===== src/logic/pdw_pkg.sv =====
// Shared constants and carrier types of the port debounce and wake block.
// Assumes a single 250 MHz system clock and a 32-bit Avalon-MM slave port.
package pdw_pkg;

    // ==========================================================
    // Clocking and pre-divider
    // ==========================================================
    localparam int unsigned SYS_CLK_HZ   = 250_000_000;
    localparam int unsigned BASE_TICK_HZ = 32_768;
    // System cycles per pre-divider input tick, rounded down
    localparam int unsigned CYC_PER_TICK = SYS_CLK_HZ / BASE_TICK_HZ;
    localparam int unsigned PH_CNT_W     = 10;
    // Tap numbers: a tap k pulses once every 2**k input ticks
    localparam int unsigned TAP_TEN      = 10;
    localparam int unsigned TAP_EIGHT    = 8;
    localparam int unsigned TAP_SIX      = 6;
    localparam int unsigned NUM_TAPS     = 3;
    localparam int unsigned TAP_IDX_TEN  = 0;
    localparam int unsigned TAP_IDX_EIGHT = 1;
    localparam int unsigned TAP_IDX_SIX  = 2;

    // ==========================================================
    // Debounce
    // ==========================================================
    localparam int unsigned PORT_W       = 4;
    localparam logic [1:0]  STABLE_TICKS = 2'h2;
    localparam logic [1:0]  SEL_TEN      = 2'h0;
    localparam logic [1:0]  SEL_EIGHT    = 2'h1;
    localparam logic [1:0]  SEL_SIX      = 2'h2;
    localparam logic [1:0]  SEL_RESET    = SEL_TEN;
    localparam logic [4:0]  SETUP_PULL_LOW = 5'h10;
    localparam logic [4:0]  SETUP_RESET  = 5'h00;

    // ==========================================================
    // Register map (byte addresses)
    // ==========================================================
    localparam int unsigned AVS_ADDR_W   = 5;
    localparam logic [4:0]  OFS_PORT_SETUP = 5'h00;
    localparam logic [4:0]  OFS_DEB_SEL  = 5'h04;
    localparam logic [4:0]  OFS_ARM      = 5'h08;
    localparam logic [4:0]  OFS_ENABLE   = 5'h0c;
    localparam logic [4:0]  OFS_STATUS   = 5'h10;
    // ENABLE fields
    localparam int unsigned EN_PORT_IRQ  = 0;
    localparam int unsigned EN_EXT_HALT  = 1;
    localparam int unsigned EN_EXT_IRQ   = 2;
    localparam int unsigned EN_EXT_RISE  = 3;
    localparam logic [3:0]  ENABLE_RESET = 4'h8;
    // STATUS fields
    localparam int unsigned ST_PORT_FLAG = 0;
    localparam int unsigned ST_EXT_FLAG  = 1;
    localparam int unsigned ST_RUNNING   = 2;
    localparam int unsigned ST_INPUT_LSB = 8;

    // ==========================================================
    // Carriers
    // ==========================================================
    typedef struct packed {
        logic                  read;
        logic                  write;
        logic [AVS_ADDR_W-1:0] address;
        logic [31:0]           writedata;
        logic [3:0]            byteenable;
    } pdw_avs_req_t;

    typedef struct packed {
        logic port_halt_release_req;
        logic port_irq;
        logic ext_halt_release_req;
        logic start_cond2;
        logic ext_irq;
    } pdw_wake_t;

    typedef enum logic {BUS_IDLE, BUS_ACK} pdw_bus_state_t;

endpackage : pdw_pkg


===== src/logic/pdw_top.sv =====
// Port debounce and wake block: change detector on the four-pin switch
// port plus the external interrupt pin, with an Avalon-MM register slave.
// Assumes all pins are synchronous-safe after two flops and one 250 MHz clock.
//
// Implementation choices: the placing of the registers and the Avalon-MM register port.
`timescale 1ns/1ps
`default_nettype none
module pdw_top #(
    parameter int unsigned CYC_PER_TICK = pdw_pkg::CYC_PER_TICK
) (
    // Clock and reset
    input  wire logic                          i_sys_clk,
    input  wire logic                          i_sys_rst,
    // Avalon-MM slave
    input  wire pdw_pkg::pdw_avs_req_t         i_avs,
    output logic [31:0]                        o_avs_readdata,
    output logic                               o_avs_waitrequest,
    // Switch port pins
    input  wire logic [pdw_pkg::PORT_W-1:0]    i_switch_port,
    output logic [pdw_pkg::PORT_W-1:0]         o_port_dir,
    output logic                               o_pull_low_en,
    // External interrupt pin
    input  wire logic                          i_ext_int,
    // Wake and interrupt requests
    output pdw_pkg::pdw_wake_t                 o_wake
);
    import pdw_pkg::*;

    typedef struct packed {
        pdw_bus_state_t      bus;
        logic                waitreq;
        logic [31:0]         rdata;
        logic [4:0]          setup;
        logic                pull_low;
        logic [1:0]          sel;
        logic [PORT_W-1:0]   arm_mask;
        logic [PORT_W-1:0]   ref_lvl;
        logic [PORT_W-1:0]   cand;
        logic [1:0]          stable_cnt;
        logic                port_change_flag;
        logic [PORT_W-1:0]   in_s1;
        logic [PORT_W-1:0]   in_s2;
        logic                ext_s1;
        logic                ext_s2;
        logic                ext_d;
        logic [3:0]          enable;
        logic                ext_flag;
        pdw_wake_t           wake;
    } pdw_state_t;

    pdw_state_t           st_reg;
    pdw_state_t           st_next;
    logic [NUM_TAPS-1:0]  tap_pulse;
    logic                 deb_tick;
    logic                 deb_run;
    logic                 arm_go;
    logic                 setup_go;
    logic                 set_evt;
    logic                 ext_edge;
    logic                 wr_go;
    logic [PORT_W-1:0]    mon_now;

    // Maps the select code to its tap; the unused code falls back to the slowest
    function automatic logic pick_tap(input logic [1:0] sel, input logic [NUM_TAPS-1:0] taps);
        unique case (sel)
            SEL_EIGHT: return taps[TAP_IDX_EIGHT];
            SEL_SIX:   return taps[TAP_IDX_SIX];
            default:   return taps[TAP_IDX_TEN];
        endcase
    endfunction : pick_tap

    // Write strobe to one register; only the low byte lane carries fields
    function automatic logic reg_wr(input pdw_avs_req_t req, input logic [4:0] ofs);
        return req.write && req.byteenable[0] && (req.address == ofs);
    endfunction : reg_wr

    // ==========================================================
    // Debounce clock
    // ==========================================================
    assign deb_run = !st_reg.port_change_flag;

    pdw_prediv #(
        .CYC_PER_TICK (CYC_PER_TICK)
    ) pdw_prediv_i (
        .i_sys_clk   (i_sys_clk),
        .i_sys_rst   (i_sys_rst),
        .i_run       (deb_run),
        .i_restart   (arm_go),
        .o_tap_pulse (tap_pulse)
    );

    assign deb_tick = pick_tap(st_reg.sel, tap_pulse);

    // ==========================================================
    // Bus strobes and detection terms
    // ==========================================================
    // Writes take effect only at the edge where waitrequest is seen low
    assign wr_go    = (st_reg.bus == BUS_ACK) && i_avs.write;
    assign arm_go   = wr_go && reg_wr(i_avs, OFS_ARM);
    assign setup_go = wr_go && reg_wr(i_avs, OFS_PORT_SETUP);
    // Output pins are masked off before comparison
    assign mon_now  = st_reg.in_s2 & st_reg.arm_mask & ~st_reg.setup[PORT_W-1:0];
    assign set_evt  = deb_tick && !st_reg.port_change_flag && (mon_now != st_reg.ref_lvl)
                      && (mon_now == st_reg.cand)
                      && (st_reg.stable_cnt == STABLE_TICKS - 2'h1);
    assign ext_edge = st_reg.enable[EN_EXT_RISE] ? (st_reg.ext_s2 && !st_reg.ext_d)
                                                 : (!st_reg.ext_s2 && st_reg.ext_d);

    // ==========================================================
    // Next state
    // ==========================================================
    always_comb begin
        st_next = st_reg;

        // Synchronisers: the first stage feeds only the second
        st_next.in_s1  = i_switch_port;
        st_next.in_s2  = st_reg.in_s1;
        st_next.ext_s1 = i_ext_int;
        st_next.ext_s2 = st_reg.ext_s1;
        st_next.ext_d  = st_reg.ext_s2;

        // Bus handshake: one wait cycle, then one cycle of waitrequest low
        unique case (st_reg.bus)
            BUS_IDLE: begin
                if (i_avs.read || i_avs.write) begin
                    st_next.bus     = BUS_ACK;
                    st_next.waitreq = 1'b0;
                    st_next.rdata   = '0;
                    unique case (i_avs.address)
                        OFS_PORT_SETUP: st_next.rdata[4:0] = st_reg.setup;
                        OFS_DEB_SEL:    st_next.rdata[1:0] = st_reg.sel;
                        OFS_ARM:        st_next.rdata[PORT_W-1:0] = st_reg.arm_mask;
                        OFS_ENABLE:     st_next.rdata[3:0] = st_reg.enable;
                        OFS_STATUS: begin
                            st_next.rdata[ST_PORT_FLAG] = st_reg.port_change_flag;
                            st_next.rdata[ST_EXT_FLAG]  = st_reg.ext_flag;
                            st_next.rdata[ST_RUNNING]   = deb_run;
                            st_next.rdata[ST_INPUT_LSB +: PORT_W] = st_reg.in_s2;
                        end
                        default: st_next.rdata = '0;
                    endcase
                end
            end
            BUS_ACK: begin
                st_next.bus     = BUS_IDLE;
                st_next.waitreq = 1'b1;
            end
        endcase

        // Register writes
        if (setup_go) begin
            st_next.setup    = i_avs.writedata[4:0];
            st_next.pull_low = (i_avs.writedata[4:0] == SETUP_PULL_LOW);
        end
        if (wr_go && reg_wr(i_avs, OFS_DEB_SEL)) begin
            st_next.sel = i_avs.writedata[1:0];
        end
        if (wr_go && reg_wr(i_avs, OFS_ENABLE)) begin
            st_next.enable = i_avs.writedata[3:0];
        end

        // Change detection on debounce ticks
        if (deb_tick && !st_reg.port_change_flag) begin
            if (mon_now == st_reg.ref_lvl) begin
                st_next.stable_cnt = '0;
            end else if (mon_now != st_reg.cand) begin
                st_next.cand       = mon_now;
                st_next.stable_cnt = 2'h1;
            end else begin
                st_next.stable_cnt = st_reg.stable_cnt + 2'h1;
            end
        end
        if (arm_go) begin
            // Arming samples the present levels as the new reference
            st_next.arm_mask   = i_avs.writedata[PORT_W-1:0];
            st_next.ref_lvl    = st_reg.in_s2 & i_avs.writedata[PORT_W-1:0]
                                 & ~st_reg.setup[PORT_W-1:0];
            st_next.cand       = st_next.ref_lvl;
            st_next.stable_cnt = '0;
            st_next.port_change_flag = 1'b0;
        end
        if (set_evt) begin
            // Set wins over a coinciding arm
            st_next.port_change_flag = 1'b1;
            st_next.ref_lvl    = mon_now;
            st_next.stable_cnt = '0;
        end

        // External pin flag: write one to clear, a coinciding edge wins
        if (wr_go && reg_wr(i_avs, OFS_STATUS) && i_avs.writedata[ST_EXT_FLAG]) begin
            st_next.ext_flag = 1'b0;
        end
        if (ext_edge) begin
            st_next.ext_flag = 1'b1;
        end

        // Wake outputs, each one register behind its cause
        st_next.wake.port_halt_release_req = st_reg.port_change_flag;
        st_next.wake.port_irq = st_reg.port_change_flag && st_reg.enable[EN_PORT_IRQ];
        st_next.wake.ext_halt_release_req  = st_reg.ext_flag;
        st_next.wake.start_cond2 = st_reg.ext_flag && st_reg.enable[EN_EXT_HALT];
        st_next.wake.ext_irq     = st_reg.ext_flag && st_reg.enable[EN_EXT_IRQ];
    end

    always_ff @(posedge i_sys_clk or posedge i_sys_rst) begin
        if (i_sys_rst) begin
            st_reg         <= '0;
            st_reg.bus     <= BUS_IDLE;
            st_reg.waitreq <= 1'b1;
            st_reg.setup   <= SETUP_RESET;
            st_reg.sel     <= SEL_RESET;
            st_reg.enable  <= ENABLE_RESET;
        end else begin
            st_reg <= st_next;
        end
    end

    // ==========================================================
    // Outputs
    // ==========================================================
    assign o_avs_readdata    = st_reg.rdata;
    assign o_avs_waitrequest = st_reg.waitreq;
    assign o_port_dir        = st_reg.setup[PORT_W-1:0];
    // Pull-low follows the last setup operand
    assign o_pull_low_en     = st_reg.pull_low;
    assign o_wake            = st_reg.wake;

    // ==========================================================
    // Assertions
    // ==========================================================
    property p_pull_low;
        @(posedge i_sys_clk) disable iff (i_sys_rst)
        setup_go |=> (o_pull_low_en == ($past(i_avs.writedata[4:0]) == SETUP_PULL_LOW));
    endproperty
    a_pull_low: assert property (p_pull_low) else $error("pull-low mismatch");

    property p_tap_pick;
        @(posedge i_sys_clk) disable iff (i_sys_rst)
        (st_reg.sel == SEL_SIX) |-> (deb_tick == tap_pulse[TAP_IDX_SIX]);
    endproperty
    a_tap_pick: assert property (p_tap_pick) else $error("wrong debounce tap");

    property p_out_masked;
        @(posedge i_sys_clk) disable iff (i_sys_rst)
        (mon_now & st_reg.setup[PORT_W-1:0]) == '0;
    endproperty
    a_out_masked: assert property (p_out_masked) else $error("output pin monitored");

    property p_two_ticks;
        @(posedge i_sys_clk) disable iff (i_sys_rst)
        $rose(st_reg.port_change_flag) |-> $past(deb_tick)
            && ($past(st_reg.stable_cnt) == STABLE_TICKS - 2'h1);
    endproperty
    a_two_ticks: assert property (p_two_ticks) else $error("flag set too early");

    property p_clk_stop;
        @(posedge i_sys_clk) disable iff (i_sys_rst)
        (st_reg.port_change_flag ##1 st_reg.port_change_flag) |-> (tap_pulse == '0);
    endproperty
    a_clk_stop: assert property (p_clk_stop) else $error("debounce clock ran");

    property p_arm_clear;
        @(posedge i_sys_clk) disable iff (i_sys_rst)
        (arm_go && !set_evt) |=> !st_reg.port_change_flag;
    endproperty
    a_arm_clear: assert property (p_arm_clear) else $error("arm did not clear");

    property p_port_hrr;
        @(posedge i_sys_clk) disable iff (i_sys_rst)
        st_reg.port_change_flag |=> o_wake.port_halt_release_req;
    endproperty
    a_port_hrr: assert property (p_port_hrr) else $error("port wake missing");

    property p_port_irq;
        @(posedge i_sys_clk) disable iff (i_sys_rst)
        o_wake.port_irq |-> $past(st_reg.port_change_flag && st_reg.enable[EN_PORT_IRQ]);
    endproperty
    a_port_irq: assert property (p_port_irq) else $error("stray port irq");

    property p_ext_edge;
        @(posedge i_sys_clk) disable iff (i_sys_rst)
        ext_edge |=> st_reg.ext_flag ##1 o_wake.ext_halt_release_req;
    endproperty
    a_ext_edge: assert property (p_ext_edge) else $error("ext edge lost");

    property p_start2;
        @(posedge i_sys_clk) disable iff (i_sys_rst)
        (st_reg.ext_flag && st_reg.enable[EN_EXT_HALT]) |=> o_wake.start_cond2;
    endproperty
    a_start2: assert property (p_start2) else $error("start flag 2 missing");

    property p_ext_irq;
        @(posedge i_sys_clk) disable iff (i_sys_rst)
        o_wake.ext_irq |-> $past(st_reg.ext_flag) && $past(st_reg.enable[EN_EXT_IRQ]);
    endproperty
    a_ext_irq: assert property (p_ext_irq) else $error("stray ext irq");

    property p_sync;
        @(posedge i_sys_clk) disable iff (i_sys_rst)
        st_reg.ext_d == $past(st_reg.ext_s1, 2);
    endproperty
    a_sync: assert property (p_sync) else $error("sync chain broken");

    property p_cv_flag;
        @(posedge i_sys_clk) disable iff (i_sys_rst)
        $rose(st_reg.port_change_flag);
    endproperty
    c_cv_flag: cover property (p_cv_flag);

    property p_cv_ext;
        @(posedge i_sys_clk) disable iff (i_sys_rst)
        $rose(o_wake.ext_irq);
    endproperty
    c_cv_ext: cover property (p_cv_ext);

    property p_cv_rearm;
        @(posedge i_sys_clk) disable iff (i_sys_rst)
        st_reg.port_change_flag ##1 arm_go;
    endproperty
    c_cv_rearm: cover property (p_cv_rearm);

endmodule : pdw_top
`default_nettype wire


===== src/logic/pdw_prediv.sv =====
// Pre-divider: turns the system clock into the three debounce tap pulses.
// Assumes one clock; the tap pulses are one system cycle wide.
`timescale 1ns/1ps
`default_nettype none
module pdw_prediv #(
    parameter int unsigned CYC_PER_TICK = pdw_pkg::CYC_PER_TICK
) (
    // Clock and reset
    input  wire logic                          i_sys_clk,
    input  wire logic                          i_sys_rst,
    // Control
    input  wire logic                          i_run,
    input  wire logic                          i_restart,
    // Tap pulses
    output logic [pdw_pkg::NUM_TAPS-1:0]       o_tap_pulse
);
    import pdw_pkg::*;

    typedef struct packed {
        logic [15:0]         base_cnt;
        logic [PH_CNT_W-1:0] ph_cnt;
        logic [NUM_TAPS-1:0] taps;
    } pdw_div_t;

    pdw_div_t st_reg;
    pdw_div_t st_next;

    // A tap fires when its low k bits roll over on an input tick
    function automatic logic tap_hit(input logic [PH_CNT_W-1:0] cnt, input int unsigned k);
        logic [PH_CNT_W-1:0] mask;
        mask = PH_CNT_W'((1 << k) - 1);
        return (cnt & mask) == mask;
    endfunction : tap_hit

    // ==========================================================
    // Divider
    // ==========================================================
    always_comb begin
        logic base_tick;
        base_tick = 1'b0;
        st_next   = st_reg;
        st_next.taps = '0;
        if (i_restart) begin
            // Restart from a clean phase so the first period is full length
            st_next.base_cnt = '0;
            st_next.ph_cnt   = '0;
        end else if (i_run) begin
            base_tick = (st_reg.base_cnt == 16'(CYC_PER_TICK - 1));
            st_next.base_cnt = base_tick ? '0 : st_reg.base_cnt + 16'h0001;
            if (base_tick) begin
                st_next.taps[TAP_IDX_TEN]   = tap_hit(st_reg.ph_cnt, TAP_TEN);
                st_next.taps[TAP_IDX_EIGHT] = tap_hit(st_reg.ph_cnt, TAP_EIGHT);
                st_next.taps[TAP_IDX_SIX]   = tap_hit(st_reg.ph_cnt, TAP_SIX);
                st_next.ph_cnt = st_reg.ph_cnt + PH_CNT_W'(1);
            end
        end
    end

    always_ff @(posedge i_sys_clk or posedge i_sys_rst) begin
        if (i_sys_rst) begin
            st_reg <= '0;
        end else begin
            st_reg <= st_next;
        end
    end

    assign o_tap_pulse = st_reg.taps;

endmodule : pdw_prediv
`default_nettype wire


===== config.mk =====
export PLATFORM = sky130hd
export DESIGN_NAME = pdw_top
export DESIGN_NICKNAME = d
export VERILOG_FILES = /design/src/logic/pdw_pkg.sv /design/src/logic/pdw_top.sv /design/src/logic/pdw_prediv.sv
export SDC_FILE = /design/constraint.sdc
export NUM_CORES = 1
export LEC_CHECK = 0
export BUFFER_PORTS_ARGS = -buffer_cell sky130_fd_sc_hd__buf_2
export CAP_MARGIN = 20
export CORE_UTILIZATION = 50
export DETAILED_ROUTE_END_ITERATION = 8
export GPL_TIMING_DRIVEN = 0
export PLACE_DENSITY_LB_ADDON = 0.2
export SLEW_MARGIN = 20
export SYNTH_ARGS = -nofsm -noshare
export SYNTH_HDL_FRONTEND = slang
export SYNTH_HIERARCHICAL = 1
export SYNTH_SLANG_ARGS = --single-unit

===== constraint.sdc =====
create_clock -name i_sys_clk -period 6.5 [get_ports i_sys_clk]
set_clock_uncertainty 0.1 [all_clocks]
set_input_delay 1.625 -clock i_sys_clk [delete_from_list [all_inputs] [get_ports i_sys_clk]]
set_output_delay 1.625 -clock i_sys_clk [all_outputs]
set_load 0.02 [all_outputs]

==> results of run 1 <==
==> worst min-delay path by stage <==
stage | startpoint | to | slack (ps) | cells after the start
3_5_place_dp | st_next[11] | st_next[10] | 230 | 0
5_1_grt | st_next[11] | st_next[10] | 270 | 0
2_1_floorplan | st_next[11] | st_next[10] | 230 | 0
4_1_cts | st_next[11] | st_next[10] | 250 | 0
3_3_place_gp | st_next[15] | st_reg[15] | 230 | 0
6_report | st_next[13] | st_reg[13] | 250 | 0
==> metal layers <==
layer,global-route usage,vias up,share of wire
met4,0.0833,0,0.0085
li1,-,1614,-
met1,0.306,1530,0.49
met5,0,-,0
met2,0.307,105,0.44
met3,0.0355,7,0.061
==> critical path: cells and delay by family <==
kind	cells	cell delay, ps
buffers and inverters	4	720
and+or+nand+nor	4	930
AOI/OAI and AO/OA	3	650
==> metrics by stage <==
stage,cell area (µm²),std cells,setup slack (ps)
2_1_floorplan,4500,452,2750
3_3_place_gp,4820,595,2370
3_5_place_dp,4820,595,2330
4_1_cts,4990,611,2710
5_1_grt,4990,611,2590
6_report,4990,611,2690
==> synth_stat cells, drive strengths merged, types with 4 or more instances <==
cell type / number / area share
a21oi: 14 / 0.016
nand4: 9 / 0.016
a221oi: 4 / 0.0079
and4b: 4 / 0.0091
nand3: 17 / 0.019
or3: 5 / 0.0071
inv: 17 / 0.016
clkbuf: 11 / 0.0093
nor3: 9 / 0.015
and4: 5 / 0.0099
o211ai: 6 / 0.010
o31ai: 4 / 0.0068
nand2: 35 / 0.031
o21ai: 30 / 0.034
and2: 5 / 0.0071
mux2i: 7 / 0.016
dfrtp: 82 / 0.46
xor2: 13 / 0.026
buf: 47 / 0.084
nand3b: 9 / 0.015
nor4: 5 / 0.0071
mux2: 16 / 0.042
and3: 8 / 0.012
nor2: 22 / 0.022
ha: 6 / 0.017
==> cell type report <==
class                   instances  area (µm²)  area share
plain buffers                  58         410      0.0822
clock buffers                  11         141      0.0283
clock inverters                 5        27.5     0.00551
inverters                      18        75.1      0.0150
multi-input cells             292        1910       0.383
flip-flops and latches         84        2100       0.421
well taps                     105         131      0.0263
repair buffers                 38         190      0.0381
==> cell families (layout without fill, tap and decap cells) <==
kind of cell               Yosys count  in the layout  synth area share
and+or+nand+nor                    151            151             0.204
xor gates and xnor gates            13             13            0.0258
AOI/OAI and AO/OA                   76             76             0.108
buffers and inverters               76            130             0.109
other                                1             23          0.000849
DFF                                 84             84             0.476
muxes                               23             23            0.0583
adders and majority gates            6              6            0.0170
==> power by group <==
part	switching, µW	internal [µW]	total, µW
clock network	182	147	329
registers	48.7	582	630
logic	153	105	259
total	384	834	1220
==> layout by cell type, fill, tap and decap left out, types with 14 or more instances in the layout <==
cell / count
nand2_1: 34
nand3_1: 17
nor2_1: 21
a21oi_1: 14
conb_1: 23
buf_4: 45
buf_2: 38
o21ai_0: 27
dfrtp_1: 82
inv_1: 14
==> impl_metrics.json, run 1 <==
{
  "outcome": "complete, no violations",
  "portBuffers": 38,
  "cts_hold_buf": 0,
  "row_count": 33,
  "drt-pass1-iter-count": 4,
  "finalPower_uw": 1220,
  "wire_per_inst_um": 14.4,
  "drt_wl_total_um": 8780,
  "grt_first_pass_wirelength_um": 14600,
  "reg2reg_slack_ps": 3970,
  "hold_class": "reg -> reg",
  "slowest_stage": "or4b_4",
  "leakagePower_uw": 0.00237,
  "hold_ws_ps": 252,
  "initial_core_util": 0.527,
  "htree_levels": 3,
  "dp_hpwl_um": 6320,
  "critPathRequiredTime_ps": 6640,
  "viasPerCell": 5.33,
  "r2r-start": "st_reg[77]",
  "drive_above_1_share": 0.261,
  "finalHoldViolCount": 0,
  "slew_violations": 0,
  "crit_path_max_incr_delay_ps": 570,
  "clock_latency_ps": 350,
  "finalSetupViolCount": 0,
  "period_needed_ps": 3810,
  "cts_root_buf": "clkbuf_8",
  "synth_ff_type": "dfrtp_1",
  "async_flop_share": 1.00,
  "p_per_area_nw_per_um2": 244,
  "grt_pass1_vias": 3084,
  "startpoint_type": "input pin",
  "cp_max_fo": 15,
  "end_kind": "flop",
  "coreArea_um2": 8380,
  "grtUsageTotal": 0.209,
  "peakVddDrop_mv": 0.153,
  "ys_seq_area_frac": 0.476,
  "relSlewSlack": 0.508,
  "crit_type": "in -> reg",
  "clock_sinks": 84,
  "setup_tns_ps": 0,
  "yosysUniqueCellTypes": 60,
  "grt-ovfl-total": 0,
  "cts_tree": "yes",
  "grt_max_degree": 56,
  "diodes": 0,
  "drc": 0,
  "clock_path_buffers": 2,
  "final_core_util": 0.596,
  "clock.fmax_mhz": 262,
  "cpMostUsedCell": "a21o_1",
  "syn_area_um2": 4420,
  "tightest_slew_ps": 738,
  "post_cts_buffers": 0,
  "io_pins": 93,
  "antenna_found_initial": 0,
  "fillers": 753,
  "arrival_ps": 3950,
  "ys_warn_count": 6,
  "ant_nets": 0,
  "synthCells": 430,
  "die_y_um": 96,
  "worstPathCellList": "buf_6 -> or4b_4 -> nor2_8 -> nand2_4 -> inv_6 -> buf_12 -> nand2b_1 -> clkbuf_1 -> a21o_1 -> o22ai_1 -> a21o_1",
  "postSynthAreaPerCell_um2": 10.3,
  "drv_cap": 0,
  "synth_edf_count": 0,
  "largest_register_ff_count": 27,
  "ys_ff_latch": 84,
  "cts-resized-gates": 0,
  "num-nets-final": 557,
  "syn2layout_area_growth_pct": 13.0,
  "startpoint": "i_avs[40]",
  "routed-via-count": 3256,
  "fp.dieW_um": 96,
  "reg2reg_to": "pdw_prediv_i/st_reg[23]",
  "finalWeightedCongestion": 0.857,
  "dieArea_um2": 9220,
  "drtIter0Drc": 176,
  "cts_buffers": 9,
  "rsz0062_at_grt": "false",
  "clk_pin_slew_worst_paths_ps": 80,
  "finalCritPeriodShare": 0.587,
  "endpoint": "pdw_prediv_i/st_reg[15]",
  "r2r_cells": 9
}
Note: power is estimated with default switching activity, not from simulation.
==> run 2: changes to the inputs <==
--- a/config.mk
+++ b/config.mk
@@ -5,6 +5,7 @@
 export SDC_FILE = /design/constraint.sdc
 export NUM_CORES = 1
 export LEC_CHECK = 0
+export ABC_AREA = 1
 export BUFFER_PORTS_ARGS = -buffer_cell sky130_fd_sc_hd__buf_2
 export CAP_MARGIN = 20
 export CORE_UTILIZATION = 50
==> constraint.sdc (replaced) <==
create_clock -name i_sys_clk -period 3.9 [get_ports i_sys_clk]
set_clock_uncertainty 0.1 [all_clocks]
set_input_delay 0.975 -clock i_sys_clk [delete_from_list [all_inputs] [get_ports i_sys_clk]]
set_output_delay 0.975 -clock i_sys_clk [all_outputs]
set_load 0.02 [all_outputs]
==> run 2 against run 1 <==
Against the previous run:
- die area up 6.0%
- sequential share of layout area down 2.7 points
- synthesized area up 6.1%
- wire length up 10%
- global-route usage up 0.61 points
- core utilization up 0.36 points
- highest routed layer unchanged
- first-iteration DRC count down 28%
- sequential power up 70%
- register-to-register slack worse by 2400 ps
- synthesized cell count up 39%
- worst setup slack worse by 1500 ps
- final cell count up 28%
==> impl_metrics.json, run 2 <==
{
  "fp.dieW_um": 98.8,
  "grt_first_pass_wirelength_um": 16400,
  "dieArea_um2": 9770,
  "drc": 0,
  "pwr-share-seq": 0.498,
  "diodes": 0,
  "crit_path_max_incr_delay_ps": 520,
  "relSlewSlack": 0.551,
  "io_pins": 93,
  "largest_register_ff_count": 27,
  "ys_warn_count": 6,
  "clock_sinks": 84,
  "slowest_stage": "nor2_1",
  "synthCells": 597,
  "grt_pass1_vias": 3553,
  "syn2layout_area_growth_pct": 13.7,
  "arrival_ps": 2820,
  "routed-via-count": 3853,
  "layout_commonest_cell": "nand2_1",
  "synth_area_leader_cell": "dfrtp_1",
  "rsz0062_at_grt": "false",
  "drive_above_1_share": 0.212,
  "die_y_um": 98.8,
  "drv_cap": 0,
  "synth_ff_type": "dfrtp_1",
  "drt_wl_total_um": 9690,
  "setup_tns_ps": 0,
  "clock.fmax_mhz": 371,
  "reg2reg_to": "pdw_prediv_i/st_reg[19]",
  "peakVddDrop_mv": 0.204,
  "initial_core_util": 0.527,
  "hold_class": "reg -> reg",
  "antenna_found_initial": 0,
  "critPathRequiredTime_ps": 4020,
  "coreArea_um2": 8890,
  "tightest_slew_ps": 674,
  "ant_nets": 0,
  "yosysUniqueCellTypes": 38,
  "endpoint": "pdw_prediv_i/st_reg[19]",
  "internal_power_uw": 1440,
  "wire_per_inst_um": 12.4,
  "cts_buffers": 9,
  "startpoint_type": "input pin",
  "drt-pass1-iter-count": 5,
  "r2r_cells": 7,
  "viasPerCell": 4.92,
  "dp_hpwl_um": 7310,
  "synth_common_cells": "nand2_1, dfrtp_1, inv_1, nand3_1, nor2_1",
  "final_core_util": 0.599,
  "p_per_area_nw_per_um2": 404,
  "cts_hold_buf": 0,
  "drtIter0Drc": 127,
  "grtUsageTotal": 0.215,
  "finalSetupViolCount": 0,
  "ys_ff_latch": 84,
  "postSynthAreaPerCell_um2": 7.85,
  "ys_top_cells_by_area": "dfrtp_1, nand2_1, buf_4",
  "clock_latency_ps": 360,
  "async_flop_share": 1.00,
  "portBuffers": 39,
  "clk_pin_slew_worst_paths_ps": 80,
  "num-nets-final": 726,
  "yosysMostFrequentCell": "nand2_1",
  "grt_max_degree": 56,
  "post_cts_buffers": 0,
  "row_count": 34,
  "clock_path_buffers": 2,
  "outcome": "complete, no violations",
  "synth_top_area_share": 0.438,
  "htree_levels": 3,
  "leakagePower_uw": 0.00279,
  "slew_violations": 0,
  "finalHoldViolCount": 0,
  "combPwrFrac": 0.212,
  "clkPwrFrac": 0.290,
  "period_needed_ps": 2700,
  "crit_type": "in -> reg",
  "p_sw_frac": 0.331,
  "startpoint": "i_avs[37]",
  "cpMostUsedCell": "inv_1",
  "syn_area_um2": 4690,
  "ys_seq_area_frac": 0.449,
  "r2r-start": "st_reg[77]",
  "synth_edf_count": 0,
  "layout_common_cells": "nand2_1, dfrtp_1, inv_1, nand3_1, nor2_1",
  "end_kind": "flop",
  "cts-resized-gates": 0,
  "worstPathCellList": "buf_2 -> nor2_2 -> nand2_2 -> inv_1 -> nand3_1 -> nor2_1 -> inv_1 -> nand2_1 -> inv_1 -> o21ai_2 -> o22ai_1",
  "cts_tree": "yes",
  "reg2reg_slack_ps": 1610,
  "finalPower_uw": 2150,
  "cp_max_fo": 8,
  "finalWeightedCongestion": 0.879,
  "cts_root_buf": "clkbuf_8",
  "p_switching_uw": 714,
  "finalCritPeriodShare": 0.692,
  "grt-ovfl-total": 0
}
run 2: cell types whose count changed after synthesis, sizes merged, moves of 15 or more:
| cell | change |
|---|---|
| nand2 | +138 |
| inv | +61 |
| nor2 | +37 |
| nand3 | +36 |
| mux2 | -16 |
| o21ai | +15 |
run 2: worst min-delay path by stage:
stage / slack, ps / depth (start not counted) / from / to
global placement: 230 / 0 / st_next[14] / st_reg[14]
global route: 250 / 0 / st_next[13] / st_reg[13]
CTS: 250 / 0 / st_next[13] / st_reg[13]
finish: 250 / 0 / st_next[13] / st_reg[13]
floorplan: 230 / 0 / st_next[11] / st_next[10]
detailed placement: 230 / 0 / st_next[11] / st_next[10]
run 2: power by group through the flow:
stage               Combinational, µW  Sequential [µW]  Clock, µW
floorplan                         357             1060          0
global placement                  442             1080          0
detailed placement                458             1090          0
CTS                               458             1070        649
global route                      514             1080        681
finish                            457             1070        625
run 2: worst max-delay path, delay by kind of cell:
| family | cells | cell delay (ps) |
|---|---|---|
| compound gates | 2 | 290 |
| buf+inv | 4 | 530 |
| simple gates | 5 | 1010 |
run 2: stage by stage:
step,hold slack (ps),cell area (µm²),instances,worst slack (ps)
global route,251,5330,783,1050
global placement,233,5100,766,819
detailed placement,235,5130,767,803
finish,252,5330,783,1200
CTS,249,5330,783,1180
floorplan,231,4770,619,1490
run 2: cell families after synthesis:
family	Yosys count	synth area share
and+or+nand+nor	309	0.302
other	1	0.000800
DFF	84	0.449
xor gates and xnor gates	8	0.0149
AOI/OAI and AO/OA	61	0.0763
buffers and inverters	128	0.140
adders and majority gates	6	0.0160
run 2: area by class of cell:
cell class                 instances  area [µm²]
fill                             823        3560
sequential                        84        2100
multi-input combinational        407        2010
buffer                            49         362
inverter                          79         299
timing repair buffer              40         223
tap                              108         135
clock buffer                       9         124
clock inverter                     7        75.1
run 2: metal layers:
| metal | GRT usage | share of wire | vias up | wire, µm |
|---|---|---|---|---|
| met5 | 0 | 0 | - | 0 |
| met4 | 0.0861 | 0.018 | 0 | 174 |
| met3 | 0.0454 | 0.051 | 12 | 490 |
| met2 | 0.366 | 0.48 | 104 | 4630 |
| met1 | 0.267 | 0.45 | 1766 | 4390 |
| li1 | - | - | 1971 | - |
==> run 3: changes to the inputs <==
==> constraint.sdc (replaced) <==
create_clock -name i_sys_clk -period 2.2 [get_ports i_sys_clk]
set_clock_uncertainty 0.1 [all_clocks]
set_input_delay 0.55 -clock i_sys_clk [delete_from_list [all_inputs] [get_ports i_sys_clk]]
set_output_delay 0.55 -clock i_sys_clk [all_outputs]
set_load 0.02 [all_outputs]
==> run 3 against run 2 <==
Against the previous run:
- first-iteration DRC count up 3.1%
- core utilization grew 0.084 points
- critical path depth decreased by 1
- critical path type is now reg -> reg
- global-route usage about the same
- sequential share of layout area down 0.056 points
- final cell count unchanged
- register-to-register slack got worse by 1500 ps
- non-clock buffer count did not move
- via count is 0.29% lower
- final area up 0.14%
==> impl_metrics.json, run 3 (same netlist as run 2, synthesis figures left out) <==
{
  "clock.fmax_mhz": 489,
  "cts_buffers": 9,
  "clock_latency_ps": 360,
  "slew_violations": 0,
  "setup_ws_ps": 156,
  "antenna_found_initial": 0,
  "diodes": 0,
  "clock_path_buffers": 2,
  "grt-ovfl-total": 0,
  "drt-pass1-iter-count": 5,
  "tightest_slew_ps": 674,
  "cts_tree": "yes",
  "internal_power_uw": 2550,
  "combPwrFrac": 0.213,
  "coreArea_um2": 8890,
  "startpoint_type": "flop",
  "r2r_cells": 10,
  "dp_hpwl_um": 7310,
  "end_kind": "flop",
  "arrival_ps": 2200,
  "dp.cells": 767,
  "initial_core_util": 0.527,
  "fp.dieW_um": 98.8,
  "ant_nets": 0,
  "multi_input_area_um2": 2010,
  "p_switching_uw": 1260,
  "row_count": 34,
  "finalHoldViolCount": 0,
  "wl_met3_um": 478,
  "rsz0062_at_grt": "false",
  "dieArea_um2": 9770,
  "die_y_um": 98.8,
  "final_core_util": 0.600,
  "critPathRequiredTime_ps": 2350,
  "finalSetupViolCount": 0,
  "clk_pin_slew_worst_paths_ps": 90,
  "setup_tns_ps": 0,
  "drtIter0Drc": 131,
  "r2r-start": "st_reg[36]",
  "peakVddDrop_mv": 0.361,
  "drt_wl_total_um": 9670,
  "viasPerCell": 4.91,
  "io_pins": 93,
  "syn2layout_area_growth_pct": 13.9,
  "relSlewSlack": 0.551,
  "drv_cap": 0,
  "portBuffers": 39,
  "cts_hold_buf": 0,
  "cp_max_fo": 8,
  "grt_pass1_vias": 3559,
  "clkPwrFrac": 0.289,
  "detailroute.wirelength.met2_um": 4640,
  "pwr-share-seq": 0.498,
  "htree_levels": 3,
  "period_needed_ps": 2040,
  "wire_per_inst_um": 12.4,
  "crit_type": "reg -> reg",
  "top_layer": "met4",
  "fin_cells": 783,
  "largest_register_ff_count": 27,
  "outcome": "complete, no violations",
  "fillers": 823,
  "p_sw_frac": 0.331,
  "layout_common_cells": "nand2_1, dfrtp_1, inv_1, nand3_1, nor2_1",
  "finalPower_uw": 3820,
  "drc": 0,
  "post_cts_buffers": 0,
  "clock_sinks": 84,
  "wl_met1_um": 4360,
  "drive_above_1_share": 0.213,
  "grtUsageTotal": 0.215,
  "layout_commonest_cell": "nand2_1",
  "pre_cts_ws_ps": -472,
  "routed-via-count": 3842,
  "hold_class": "in -> async",
  "startpoint": "st_reg[36]",
  "finalCritPeriodShare": 0.929,
  "grt_first_pass_wirelength_um": 16400,
  "grt_max_degree": 56,
  "num-nets-final": 726,
  "leakagePower_uw": 0.00279,
  "cts_root_buf": "clkbuf_8",
  "finalWeightedCongestion": 0.879,
  "p_per_area_nw_per_um2": 715,
  "area.sequential_um2": 2100
}
-- run 3: cell counts in the layout (fill, tap and decap cells not counted) --
No cell type changed its count.
-- run 3: worst paths after layout --
kind	end	slack (ps)
worst max-delay path	st_reg[24]	160
worst min-delay path	st_next[11]	180
worst max register to register	st_reg[24]	160
worst min register to register	st_reg[13]	250
max in group asynchronous	pdw_prediv_i/st_reg[9]	1310
min in group i_sys_clk	st_next[11]	190
-- run 3: cell type report --
class                           instances  share of cell area
Buffer                                 49              0.0678
Clock buffer                            9              0.0232
Clock inverter                          7              0.0141
Inverter                               79              0.0560
Multi-Input combinational cell        407               0.377
Sequential cell                        84               0.394
Tap cell                              108              0.0253
Timing Repair Buffer                   40              0.0417
-- run 3: worst max-delay path: stages, from the launching register on --
cell and delay [ps]:
dfrtp_1 400, inv_1 60, ha_1 280, inv_1 90
o21ai_1 70, a31oi_2 200, inv_1 110, nor2_4 250
nand2_2 200, nand3_1 110, nand2_1 60
-- run 3: repair_timing --
action | in CTS | in global routing
endpoints found under the setup margin | 7 | 7
pin swaps | 0 | 0
resized for setup | 1 | 1
-- run 3: routing by layer --
| layer | vias to the layer above | GRT usage |
|---|---|---|
| li1 | 1972 | - |
| met1 | 1753 | 0.268 |
| met2 | 102 | 0.366 |
| met3 | 15 | 0.0447 |
| met4 | 0 | 0.0861 |
| met5 | - | 0 |
-- run 3: power groups by stage --
stage | Clock, µW | Sequential (µW) | Combinational (µW)
2_1_floorplan | 0 | 1880 | 633
3_3_place_gp | 0 | 1920 | 783
3_5_place_dp | 0 | 1920 | 812
4_1_cts | 1150 | 1900 | 813
5_1_grt | 1210 | 1920 | 912
6_report | 1110 | 1900 | 812
-- run 3: through the flow --
| stage | hold WS, ps | cell area (µm²) |
|---|---|---|
| after global placement | 233 | 5100 |
| after floorplan | 231 | 4770 |
| after CTS | 172 | 5330 |
| after detailed placement | 235 | 5130 |
| after global routing | 172 | 5340 |
| final | 179 | 5340 |
